<file path="src/rtl/dbe_consts.svh">
// Offsets, field positions and reset values of the debug interrupt entry block
`ifndef DBE_CONSTS_SVH
`define DBE_CONSTS_SVH

// ****************************************************************
// Register byte offsets
// ****************************************************************
`define DBE_ADDR_STATUS     12'h000
`define DBE_ADDR_CONTROL0   12'h004
`define DBE_ADDR_MSTATE     12'h008
`define DBE_ADDR_VPREFIX    12'h00c
`define DBE_ADDR_VOFFSET    12'h010
`define DBE_ADDR_SAVECFG    12'h014
`define DBE_ADDR_DSAVE_PC   12'h018
`define DBE_ADDR_DSAVE_ST   12'h01c
`define DBE_ADDR_CSAVE_PC   12'h020
`define DBE_ADDR_CSAVE_ST   12'h024

// ****************************************************************
// Status syndrome bits (control0 enables share the layout)
// ****************************************************************
`define DBE_ST_UNCOND       0
`define DBE_ST_INSTR_COMPLETE_EVENT         1
`define DBE_ST_BRANCH       2
`define DBE_ST_IRQ          3
`define DBE_ST_CIRQ         4
`define DBE_ST_TRAP         5
`define DBE_ST_IAM_LO       6
`define DBE_ST_DAC_LO       10
`define DBE_ST_RET          14
`define DBE_ST_CRIT_INTERRUPT_EXIT_EVENT         15
`define DBE_ST_DBG_COUNTER_EVENT_LO      16
`define DBE_ST_EXT          18
`define DBE_ST_IMPRECISE    19
`define DBE_ST_MASK         32'h0007_ffff
`define DBE_CTL_IDM         31
`define DBE_CFG_SAVE_EN     0

// ****************************************************************
// Machine state bits
// ****************************************************************
`define DBE_MS_UCLE         26
`define DBE_MS_SPE          25
`define DBE_MS_WE           18
`define DBE_MS_CE           17
`define DBE_MS_EE           15
`define DBE_MS_PR           14
`define DBE_MS_FP           13
`define DBE_MS_ME           12
`define DBE_MS_FE0          11
`define DBE_MS_DE           9
`define DBE_MS_FE1          8
`define DBE_MS_IS           5
`define DBE_MS_DS           4
`define DBE_MS_RI           1

// ****************************************************************
// Reset values and vector fields
// ****************************************************************
`define DBE_RST_WORD        32'h0000_0000
`define DBE_VEC_LOW         4'h0

`endif

</file>
<file path="src/rtl/dbe_pkg.sv">
// Types shared by the debug interrupt entry block
package dbe_pkg;

  // One-cycle event strobes from pipeline, interrupt sequencer and counters
  typedef struct packed {
    logic       instr_complete_event;
    logic       branch_taken_event;
    logic       irq_taken_event;
    logic       crit_irq_taken_event;
    logic       trap_event;
    logic [3:0] instr_addr_match;
    logic [3:0] data_addr_match;
    logic       interrupt_exit_event;
    logic       crit_interrupt_exit_event;
    logic [1:0] dbg_counter_event;
  } dbe_evt_s;

  typedef struct packed {
    logic [31:0] cur_pc;
    logic [31:0] next_pc;
    logic [31:0] resume_pc;
    logic [31:0] irq_handler_pc;
    logic [31:0] crit_handler_pc;
  } dbe_pcs_s;

  typedef enum logic [2:0] {
    DBE_PC_CUR,
    DBE_PC_NEXT,
    DBE_PC_IRQ,
    DBE_PC_CIRQ,
    DBE_PC_RESUME
  } dbe_pcsel_e;

endpackage

</file>
<file path="src/rtl/dbe_debug_entry.sv">
// Debug event detection, status syndrome and debug interrupt entry
`timescale 1ns/1ps
`include "dbe_consts.svh"

module dbe_debug_entry (
  input  wire logic             i_mclk,
  input  wire logic             i_rst_n,
  input  wire logic             i_psel,
  input  wire logic             i_penable,
  input  wire logic             i_pwrite,
  input  wire logic [11:0]      i_paddr,
  input  wire logic [31:0]      i_pwdata,
  output logic                  o_pready,
  output logic [31:0]           o_prdata,
  output logic                  o_pslverr,
  input  wire dbe_pkg::dbe_evt_s i_evt,
  input  wire dbe_pkg::dbe_pcs_s i_pcs,
  input  wire logic             i_higher_pend,
  input  wire logic             i_uncond_dbg_in,
  input  wire logic             i_ext_dbg_in1,
  input  wire logic             i_ext_dbg_in2,
  output logic                  o_dbg_take,
  output logic [31:0]           o_dbg_vector,
  output logic [31:0]           o_machine_state
);
  import dbe_pkg::*;

  logic [31:0] dbg_status_reg;
  logic [31:0] dbg_control0_reg;
  logic [31:0] machine_state_reg;
  logic [31:0] vector_prefix_reg;
  logic [31:0] dbg_vector_offset;
  logic [31:0] save_cfg_reg;
  logic [31:0] dbg_save_pc;
  logic [31:0] dbg_save_state;
  logic [31:0] crit_save_pc;
  logic [31:0] crit_save_state;
  logic [31:0] prdata_reg;
  logic        take_reg;
  logic [31:0] vector_reg;
  logic [2:0]  sync1_reg;
  logic [2:0]  sync2_reg;
  logic [2:0]  sync3_reg;
  logic [31:0] raw_evt;
  logic [31:0] new_evt;
  logic [31:0] status_next;
  logic        dbg_enable;
  logic        take_now;
  logic        save_en;
  logic        wr_access;
  logic        rd_setup;
  logic        addr_hit;
  logic [31:0] entry_state;
  logic [31:0] save_pc_next;
  dbe_pcsel_e  pc_sel;

  // ****************************************************************
  // Helpers
  // ****************************************************************
  function automatic logic mapped(input logic [11:0] a);
    mapped = (a == `DBE_ADDR_STATUS) || (a == `DBE_ADDR_CONTROL0) || (a == `DBE_ADDR_MSTATE) ||
             (a == `DBE_ADDR_VPREFIX) || (a == `DBE_ADDR_VOFFSET) || (a == `DBE_ADDR_SAVECFG) ||
             (a == `DBE_ADDR_DSAVE_PC) || (a == `DBE_ADDR_DSAVE_ST) ||
             (a == `DBE_ADDR_CSAVE_PC) || (a == `DBE_ADDR_CSAVE_ST);
  endfunction

  function automatic logic wr_hit(input logic [11:0] a, input logic [11:0] off, input logic acc);
    wr_hit = acc && (a == off);
  endfunction

  // ****************************************************************
  // APB decode
  // ****************************************************************
  assign addr_hit  = mapped(i_paddr);
  assign wr_access = i_psel && i_penable && i_pwrite && addr_hit;
  assign rd_setup  = i_psel && !i_penable && !i_pwrite;
  // Zero wait states keep the slave trivially ordered against event logic
  assign o_pready  = 1'b1;
  assign o_pslverr = i_psel && i_penable && !addr_hit;
  assign o_prdata  = prdata_reg;

  always_ff @(posedge i_mclk)
  begin
    if (!i_rst_n)
      prdata_reg <= `DBE_RST_WORD;
    else if (rd_setup)
    begin
      unique case (i_paddr)
        `DBE_ADDR_STATUS:   prdata_reg <= dbg_status_reg;
        `DBE_ADDR_CONTROL0: prdata_reg <= dbg_control0_reg;
        `DBE_ADDR_MSTATE:   prdata_reg <= machine_state_reg;
        `DBE_ADDR_VPREFIX:  prdata_reg <= vector_prefix_reg;
        `DBE_ADDR_VOFFSET:  prdata_reg <= dbg_vector_offset;
        `DBE_ADDR_SAVECFG:  prdata_reg <= save_cfg_reg;
        `DBE_ADDR_DSAVE_PC: prdata_reg <= dbg_save_pc;
        `DBE_ADDR_DSAVE_ST: prdata_reg <= dbg_save_state;
        `DBE_ADDR_CSAVE_PC: prdata_reg <= crit_save_pc;
        `DBE_ADDR_CSAVE_ST: prdata_reg <= crit_save_state;
        default:            prdata_reg <= `DBE_RST_WORD;
      endcase
    end
  end

  // ****************************************************************
  // Pin synchronisers
  // ****************************************************************
  always_ff @(posedge i_mclk)
  begin
    if (!i_rst_n)
    begin
      sync1_reg <= 3'h0;
      sync2_reg <= 3'h0;
      sync3_reg <= 3'h0;
    end
    else
    begin
      sync1_reg <= {i_ext_dbg_in2, i_ext_dbg_in1, i_uncond_dbg_in};
      sync2_reg <= sync1_reg;
      sync3_reg <= sync2_reg;
    end
  end

  // ****************************************************************
  // Event detection
  // ****************************************************************
  always_comb
  begin
    raw_evt                                   = `DBE_RST_WORD;
    raw_evt[`DBE_ST_UNCOND]                   = sync2_reg[0] && !sync3_reg[0];
    raw_evt[`DBE_ST_INSTR_COMPLETE_EVENT]                     = i_evt.instr_complete_event;
    raw_evt[`DBE_ST_BRANCH]                   = i_evt.branch_taken_event;
    raw_evt[`DBE_ST_IRQ]                      = i_evt.irq_taken_event;
    raw_evt[`DBE_ST_CIRQ]                     = i_evt.crit_irq_taken_event;
    raw_evt[`DBE_ST_TRAP]                     = i_evt.trap_event;
    raw_evt[`DBE_ST_IAM_LO+3:`DBE_ST_IAM_LO]  = i_evt.instr_addr_match;
    raw_evt[`DBE_ST_DAC_LO+3:`DBE_ST_DAC_LO]  = i_evt.data_addr_match;
    raw_evt[`DBE_ST_RET]                      = i_evt.interrupt_exit_event;
    raw_evt[`DBE_ST_CRIT_INTERRUPT_EXIT_EVENT]                     = i_evt.crit_interrupt_exit_event;
    raw_evt[`DBE_ST_DBG_COUNTER_EVENT_LO+1:`DBE_ST_DBG_COUNTER_EVENT_LO] = i_evt.dbg_counter_event;
    raw_evt[`DBE_ST_EXT]                      = (sync2_reg[1] && !sync3_reg[1]) ||
                                                (sync2_reg[2] && !sync3_reg[2]);
  end

  // Unconditional source needs no enable
  assign new_evt    = raw_evt & (dbg_control0_reg | (32'h1 << `DBE_ST_UNCOND)) & `DBE_ST_MASK;
  assign dbg_enable = machine_state_reg[`DBE_MS_DE] && dbg_control0_reg[`DBE_CTL_IDM];
  // Recorded events also fire once enables come up, covering the delayed case
  assign take_now   = dbg_enable && !i_higher_pend && !take_reg &&
                      (|new_evt || |(dbg_status_reg & `DBE_ST_MASK));
  assign save_en    = save_cfg_reg[`DBE_CFG_SAVE_EN];

  // ****************************************************************
  // Status syndrome
  // ****************************************************************
  always_comb
  begin
    status_next = dbg_status_reg;
    if (wr_hit(i_paddr, `DBE_ADDR_STATUS, wr_access))
      status_next = status_next & ~i_pwdata;
    // Set beats a simultaneous write-one-to-clear
    status_next = status_next | new_evt;
    if (|new_evt && !machine_state_reg[`DBE_MS_DE])
      status_next[`DBE_ST_IMPRECISE] = 1'b1;
  end

  always_ff @(posedge i_mclk)
  begin
    if (!i_rst_n)
      dbg_status_reg <= `DBE_RST_WORD;
    else
      dbg_status_reg <= status_next;
  end

  // ****************************************************************
  // Resume address selection
  // ****************************************************************
  always_comb
  begin
    if (|new_evt[`DBE_ST_CRIT_INTERRUPT_EXIT_EVENT:`DBE_ST_RET] || |new_evt[`DBE_ST_IAM_LO+3:`DBE_ST_IAM_LO] ||
        new_evt[`DBE_ST_BRANCH] || new_evt[`DBE_ST_TRAP])
      pc_sel = DBE_PC_CUR;
    else if (|new_evt[`DBE_ST_DAC_LO+3:`DBE_ST_DAC_LO] || new_evt[`DBE_ST_INSTR_COMPLETE_EVENT])
      pc_sel = DBE_PC_NEXT;
    else if (new_evt[`DBE_ST_IRQ])
      pc_sel = DBE_PC_IRQ;
    else if (new_evt[`DBE_ST_CIRQ])
      pc_sel = DBE_PC_CIRQ;
    else
      pc_sel = DBE_PC_RESUME;
    unique case (pc_sel)
      DBE_PC_CUR:    save_pc_next = i_pcs.cur_pc;
      DBE_PC_NEXT:   save_pc_next = i_pcs.next_pc;
      DBE_PC_IRQ:    save_pc_next = i_pcs.irq_handler_pc;
      DBE_PC_CIRQ:   save_pc_next = i_pcs.crit_handler_pc;
      DBE_PC_RESUME: save_pc_next = i_pcs.resume_pc;
      default:       save_pc_next = i_pcs.resume_pc;
    endcase
  end

  // ****************************************************************
  // Machine state on entry
  // ****************************************************************
  always_comb
  begin
    entry_state = machine_state_reg;
    entry_state[`DBE_MS_UCLE] = 1'b0;
    entry_state[`DBE_MS_SPE]  = 1'b0;
    entry_state[`DBE_MS_WE]   = 1'b0;
    entry_state[`DBE_MS_PR]   = 1'b0;
    entry_state[`DBE_MS_FP]   = 1'b0;
    entry_state[`DBE_MS_FE0]  = 1'b0;
    entry_state[`DBE_MS_FE1]  = 1'b0;
    entry_state[`DBE_MS_DE]   = 1'b0;
    entry_state[`DBE_MS_IS]   = 1'b0;
    entry_state[`DBE_MS_DS]   = 1'b0;
    // Critical-class bits only fall when critical save registers are consumed
    if (!save_en)
    begin
      entry_state[`DBE_MS_CE] = 1'b0;
      entry_state[`DBE_MS_EE] = 1'b0;
      entry_state[`DBE_MS_RI] = 1'b0;
    end
  end

  always_ff @(posedge i_mclk)
  begin
    if (!i_rst_n)
      machine_state_reg <= `DBE_RST_WORD;
    else if (take_now)
      machine_state_reg <= entry_state;
    else if (wr_hit(i_paddr, `DBE_ADDR_MSTATE, wr_access))
      machine_state_reg <= i_pwdata;
  end

  // ****************************************************************
  // Software control registers
  // ****************************************************************
  always_ff @(posedge i_mclk)
  begin
    if (!i_rst_n)
    begin
      dbg_control0_reg  <= `DBE_RST_WORD;
      vector_prefix_reg <= `DBE_RST_WORD;
      dbg_vector_offset <= `DBE_RST_WORD;
      save_cfg_reg      <= `DBE_RST_WORD;
    end
    else
    begin
      if (wr_hit(i_paddr, `DBE_ADDR_CONTROL0, wr_access))
        dbg_control0_reg <= i_pwdata;
      if (wr_hit(i_paddr, `DBE_ADDR_VPREFIX, wr_access))
        vector_prefix_reg <= {i_pwdata[31:16], 16'h0000};
      if (wr_hit(i_paddr, `DBE_ADDR_VOFFSET, wr_access))
        dbg_vector_offset <= {16'h0000, i_pwdata[15:4], 4'h0};
      if (wr_hit(i_paddr, `DBE_ADDR_SAVECFG, wr_access))
        save_cfg_reg <= {31'h0, i_pwdata[`DBE_CFG_SAVE_EN]};
    end
  end

  // ****************************************************************
  // Save registers, take pulse and vector
  // ****************************************************************
  // No path exists to exception syndrome, machine check syndrome or data address
  always_ff @(posedge i_mclk)
  begin
    if (!i_rst_n)
    begin
      dbg_save_pc     <= `DBE_RST_WORD;
      dbg_save_state  <= `DBE_RST_WORD;
      crit_save_pc    <= `DBE_RST_WORD;
      crit_save_state <= `DBE_RST_WORD;
    end
    else if (take_now && save_en)
    begin
      dbg_save_pc    <= save_pc_next;
      dbg_save_state <= machine_state_reg;
    end
    else if (take_now)
    begin
      crit_save_pc    <= save_pc_next;
      crit_save_state <= machine_state_reg;
    end
  end

  always_ff @(posedge i_mclk)
  begin
    if (!i_rst_n)
    begin
      take_reg   <= 1'b0;
      vector_reg <= `DBE_RST_WORD;
    end
    else
    begin
      take_reg <= take_now;
      if (take_now)
        vector_reg <= {vector_prefix_reg[31:16], dbg_vector_offset[15:4], `DBE_VEC_LOW};
    end
  end

  assign o_dbg_take      = take_reg;
  assign o_dbg_vector    = vector_reg;
  assign o_machine_state = machine_state_reg;
endmodule

</file>
<file path="config.mk">
export PLATFORM = sky130hd
export DESIGN_NAME = dbe_debug_entry
export DESIGN_NICKNAME = d
export VERILOG_FILES = /design/src/rtl/dbe_pkg.sv /design/src/rtl/dbe_debug_entry.sv
export VERILOG_INCLUDE_DIRS = /design/src /design/src/rtl
export SDC_FILE = /design/constraint.sdc
export NUM_CORES = 1
export LEC_CHECK = 0
export BUFFER_PORTS_ARGS = -buffer_cell sky130_fd_sc_hd__clkbuf_2
export CORE_ASPECT_RATIO = 1.75
export CORE_MARGIN = 5
export CORE_UTILIZATION = 48
export DETAILED_ROUTE_END_ITERATION = 12
export PLACE_DENSITY_LB_ADDON = 0.05
export SYNTH_ARGS = -nofsm -noshare
export SYNTH_HDL_FRONTEND = slang
export SYNTH_SLANG_ARGS = --single-unit
</file>
<file path="constraint.sdc">
create_clock -name i_mclk -period 3.1 [get_ports i_mclk]
set_clock_uncertainty 0.15 [all_clocks]
set_input_delay 0.155 -clock i_mclk [delete_from_list [all_inputs] [get_ports i_mclk]]
set_output_delay 0.155 -clock i_mclk [all_outputs]
set_load 0.1 [all_outputs]
</file>
==> parameters.txt <==
Parameter                              Value

Job
  Max-cap viol count    0

GRT
  GRT Total Usage    31.3%
  Global-route wire length before repair    85600 microns
  Maximum number of pins on one net before global-route repair    139
  Antenna violations before repair    0
  GR met1 Demand/Resource    40.5%
  Routing layer with the top usage in global route    met2
  Met3 GRT Util    3.80%
  Number of global-route vias before repair    14800
  Global-route track usage on met2    51.2%
  Remaining global-route overflow    0

Routing
  Total via count after detailed routing    15100
  Number of violations reported at the end of detailed-routing iteration 0    1268
  ANT nets after route    0
  Number of vias per cell after detailed routing    5.86
  Number of detailed-route iterations in the first pass    9
  Routed length per placed instance    21.6 microns
  Detailed-route wire length    55800 microns
  DRC violation count after routing    0

STA
  RSZ-0062 raised after global routing    no
  Final-report setup violation count    0
  Hold Slack    21.4 ps
  F_max    360 MHz
  Post-layout min period    2780 ps
  Final Hold Fails    0
  Final setup margin    323 ps
  Max-slew violations    0
  Post-route setup TNS    0 ps
  Worst slew margin    19.8%
  Share of the cycle needed by the critical path after routing    89.6%
  Actual transition at the worst max-transition pin    1200 ps

Yosys
  Post-synthesis async set-or-reset flop share    0%
  Number of warnings reported in the yosys synthesis log    0
  Top FF cell, synth    dfxtp_1
  Post-synth EDFFs    0
  Synthesized instance count    1787
  Distinct cell type count after synthesis    61
  Number of synthesized register bits    323
  Mapped Avg Cell Area    8.33 sq um
  Total standard cell area after synthesis    14900 sq um
  Sequential share of the synthesized area    43.4%

Clock network
  Deepest clock path buffer count    3
  Resize count post-CTS    0
  CTS tree    done
  H-tree levels    1
  Clock transition time at the flip-flop clock pins of the worst setup and hold paths    70 ps
  Clock sinks    323
  Number of buffers added by the clock tree synthesis step    29
  Root buf cell    clkbuf_16
  Clk_lat worst skew    570 ps

Worst setup path
  End of the critical path    dbg_save_pc[10]
  Crit start category    register
  Crit Reg-Reg Endpoint    dbg_save_pc[10]
  Gate family responsible for the most delay along the worst path    buffers and inverters
  WP data required    3440 ps
  Critical path, cell by cell    nand2_2 -> buf_4 -> nor2_1 -> a311o_1 -> nand3_1 -> o211ai_1 -> dlygate4sd3_1 -> o21ai_0
  Worst r2r path cells    8
  Category of the most critical setup path    register to register
  Worst Setup SP    dbg_control0_reg[3]
  Kind of end point of the critical path    register
  Largest stage delay on the critical path    620 ps
  Flop2flop setup slack    320 ps
  Highest-delay cell along the critical path    dlygate4sd3_1
  Reg-to-Reg Start    dbg_control0_reg[3]
  Critical path depth in cells    8
  Maximum fanout count along the critical path    65
  Data arrival, critical path    3120 ps
  Count of buffer and inverter cells on the critical path    2

Floorplanning
  Die area    34800 sq um
  Initial cell density of the core    48.5%
  DIE WIDTH    143 microns
  Row Count    85
  Die extent in y    243 microns
  Core ar.    30700 sq um
  Number of ports placed on the die boundary    329

Layout
  Final #Nets    2393
  Diodes inserted    0
  Non-Filler Cell Area, Final    19200 sq um
  Syn-to-layout area delta    28.8%
  Layout cells sized above 1    21.4%

Place
  Placement-stage worst setup slack    161 ps
  Number of buffers inserted by port buffering    323
  DP Wirelength    40800 microns
  Placed standard-cell area    17000 sq um
  Routability congestion estimate    0.982

Min path
  Worst hold path stage count    5
  Worst hold path class    input pin to register
  Hold_sp    i_pcs[102]

Pwr
  IR drop worst, VDD    0.425 mV
  Leakage    7.24 nW
  Power density over cell area    458 nW/um^2

Outcome
  Status    complete, no violations
==> how the worst min path moves through the flow <==
stage / to
floorplan: dbg_status_reg[26]
global placement: sync1_reg[0]
detailed placement: sync1_reg[0]
CTS: crit_save_pc[5]
global route: dbg_save_pc[6]
finish: crit_save_pc[6]
==> layout by cell type (no fill, tap or decap), types with 58 or more instances in the layout <==
cell | netlist | routed
nor2b_1 | 83 | 83
buf_4 | 6 | 60
mux2i_1 | 105 | 105
nor2_1 | 60 | 58
nand3_1 | 188 | 188
nand2_1 | 326 | 325
a21boi_0 | 72 | 72
dlygate4sd3_1 | 0 | 114
dfxtp_1 | 323 | 323
o21ai_0 | 124 | 124
clkbuf_2 | 0 | 322
==> metal layers <==
metal  share of wire [%]  routed length, microns  up-vias
met1                  40                   22500     7037
li1                    -                       -     7149
met2                  47                   26000      750
met3                 7.5                    4190      157
met5                   0                       0        -
met4                 5.4                    3040        0
==> cell usage after synthesis (5+ instances only) <==
library cell	n	area (sq um)
a21o_1	5	37.5
o211ai_1	36	270
nor2b_1	83	519
a32oi_1	7	61.3
nand3_1	188	941
buf_1	16	60.1
nor2_1	60	225
a21boi_1	14	105
a221oi_1	9	78.8
a211oi_1	5	37.5
mux2i_1	105	1050
nand2b_1	5	31.3
clkbuf_1	122	458
a222oi_1	16	160
buf_2	16	80.1
a22oi_1	46	345
a311o_1	33	330
and2_1	13	81.3
a21boi_0	72	541
buf_4	6	45.0
a21oi_1	30	150
nand2_1	326	1220
dfxtp_1	323	6470
nand4_1	8	50.1
nor4_1	10	62.6
a22o_1	17	149
o22ai_1	22	138
mux2_2	10	113
o21ai_0	124	621
nor3_1	10	50.1
==> tightest hold or removal path, delay by kind of cell <==
family,cells,cell delay [ps]
AOI/OAI and AO/OA,2,310
buffers and inverters,1,90
and+or+nand+nor,2,120
==> cells by family after synthesis <==
| group | synth area share (%) |
|---|---|
| multiplexers | 7.81 |
| buffers and inverters | 4.47 |
| AND/OR/NAND/NOR | 22.8 |
| AO/OA/AOI/OAI | 21.4 |
| other | 0.0504 |
| flip-flops | 43.4 |
==> through the flow <==
stage               cells  power (mW)  util, %
floorplan            1790        4.52        -
global placement     2409        4.79     55.3
CTS                  2576        8.83     62.4
finish               2576        8.78     62.4
detailed placement   2409        4.78     55.3
global route         2576        9.01     62.4
==> final cells by class <==
| class | count | area, sq um |
|---|---|---|
| Fill cell | 2740 | 11600 |
| Multi-Input combinational cell | 1303 | 7840 |
| Sequential cell | 323 | 6470 |
| Timing Repair Buffer | 503 | 3340 |
| Clock buffer | 36 | 792 |
| Tap cell | 391 | 489 |
| Clock inverter | 17 | 249 |
| Inverter | 3 | 11.3 |
==> timing repair <==
action                    4_1_cts  5_1_grt
hold endpoints to repair      197        0
buffers inserted                0        0
hold buffers                  114        0
==> where the power goes <==
group	total (mW)	leakage, nW	internal, mW	switching, mW
Sequential	4.15	2.60	4.15	0.00213
Clock	3.97	0.515	2.32	1.65
Combinational	0.655	4.12	0.310	0.346
No activity file was read; power rests on OpenSTA's default activity.
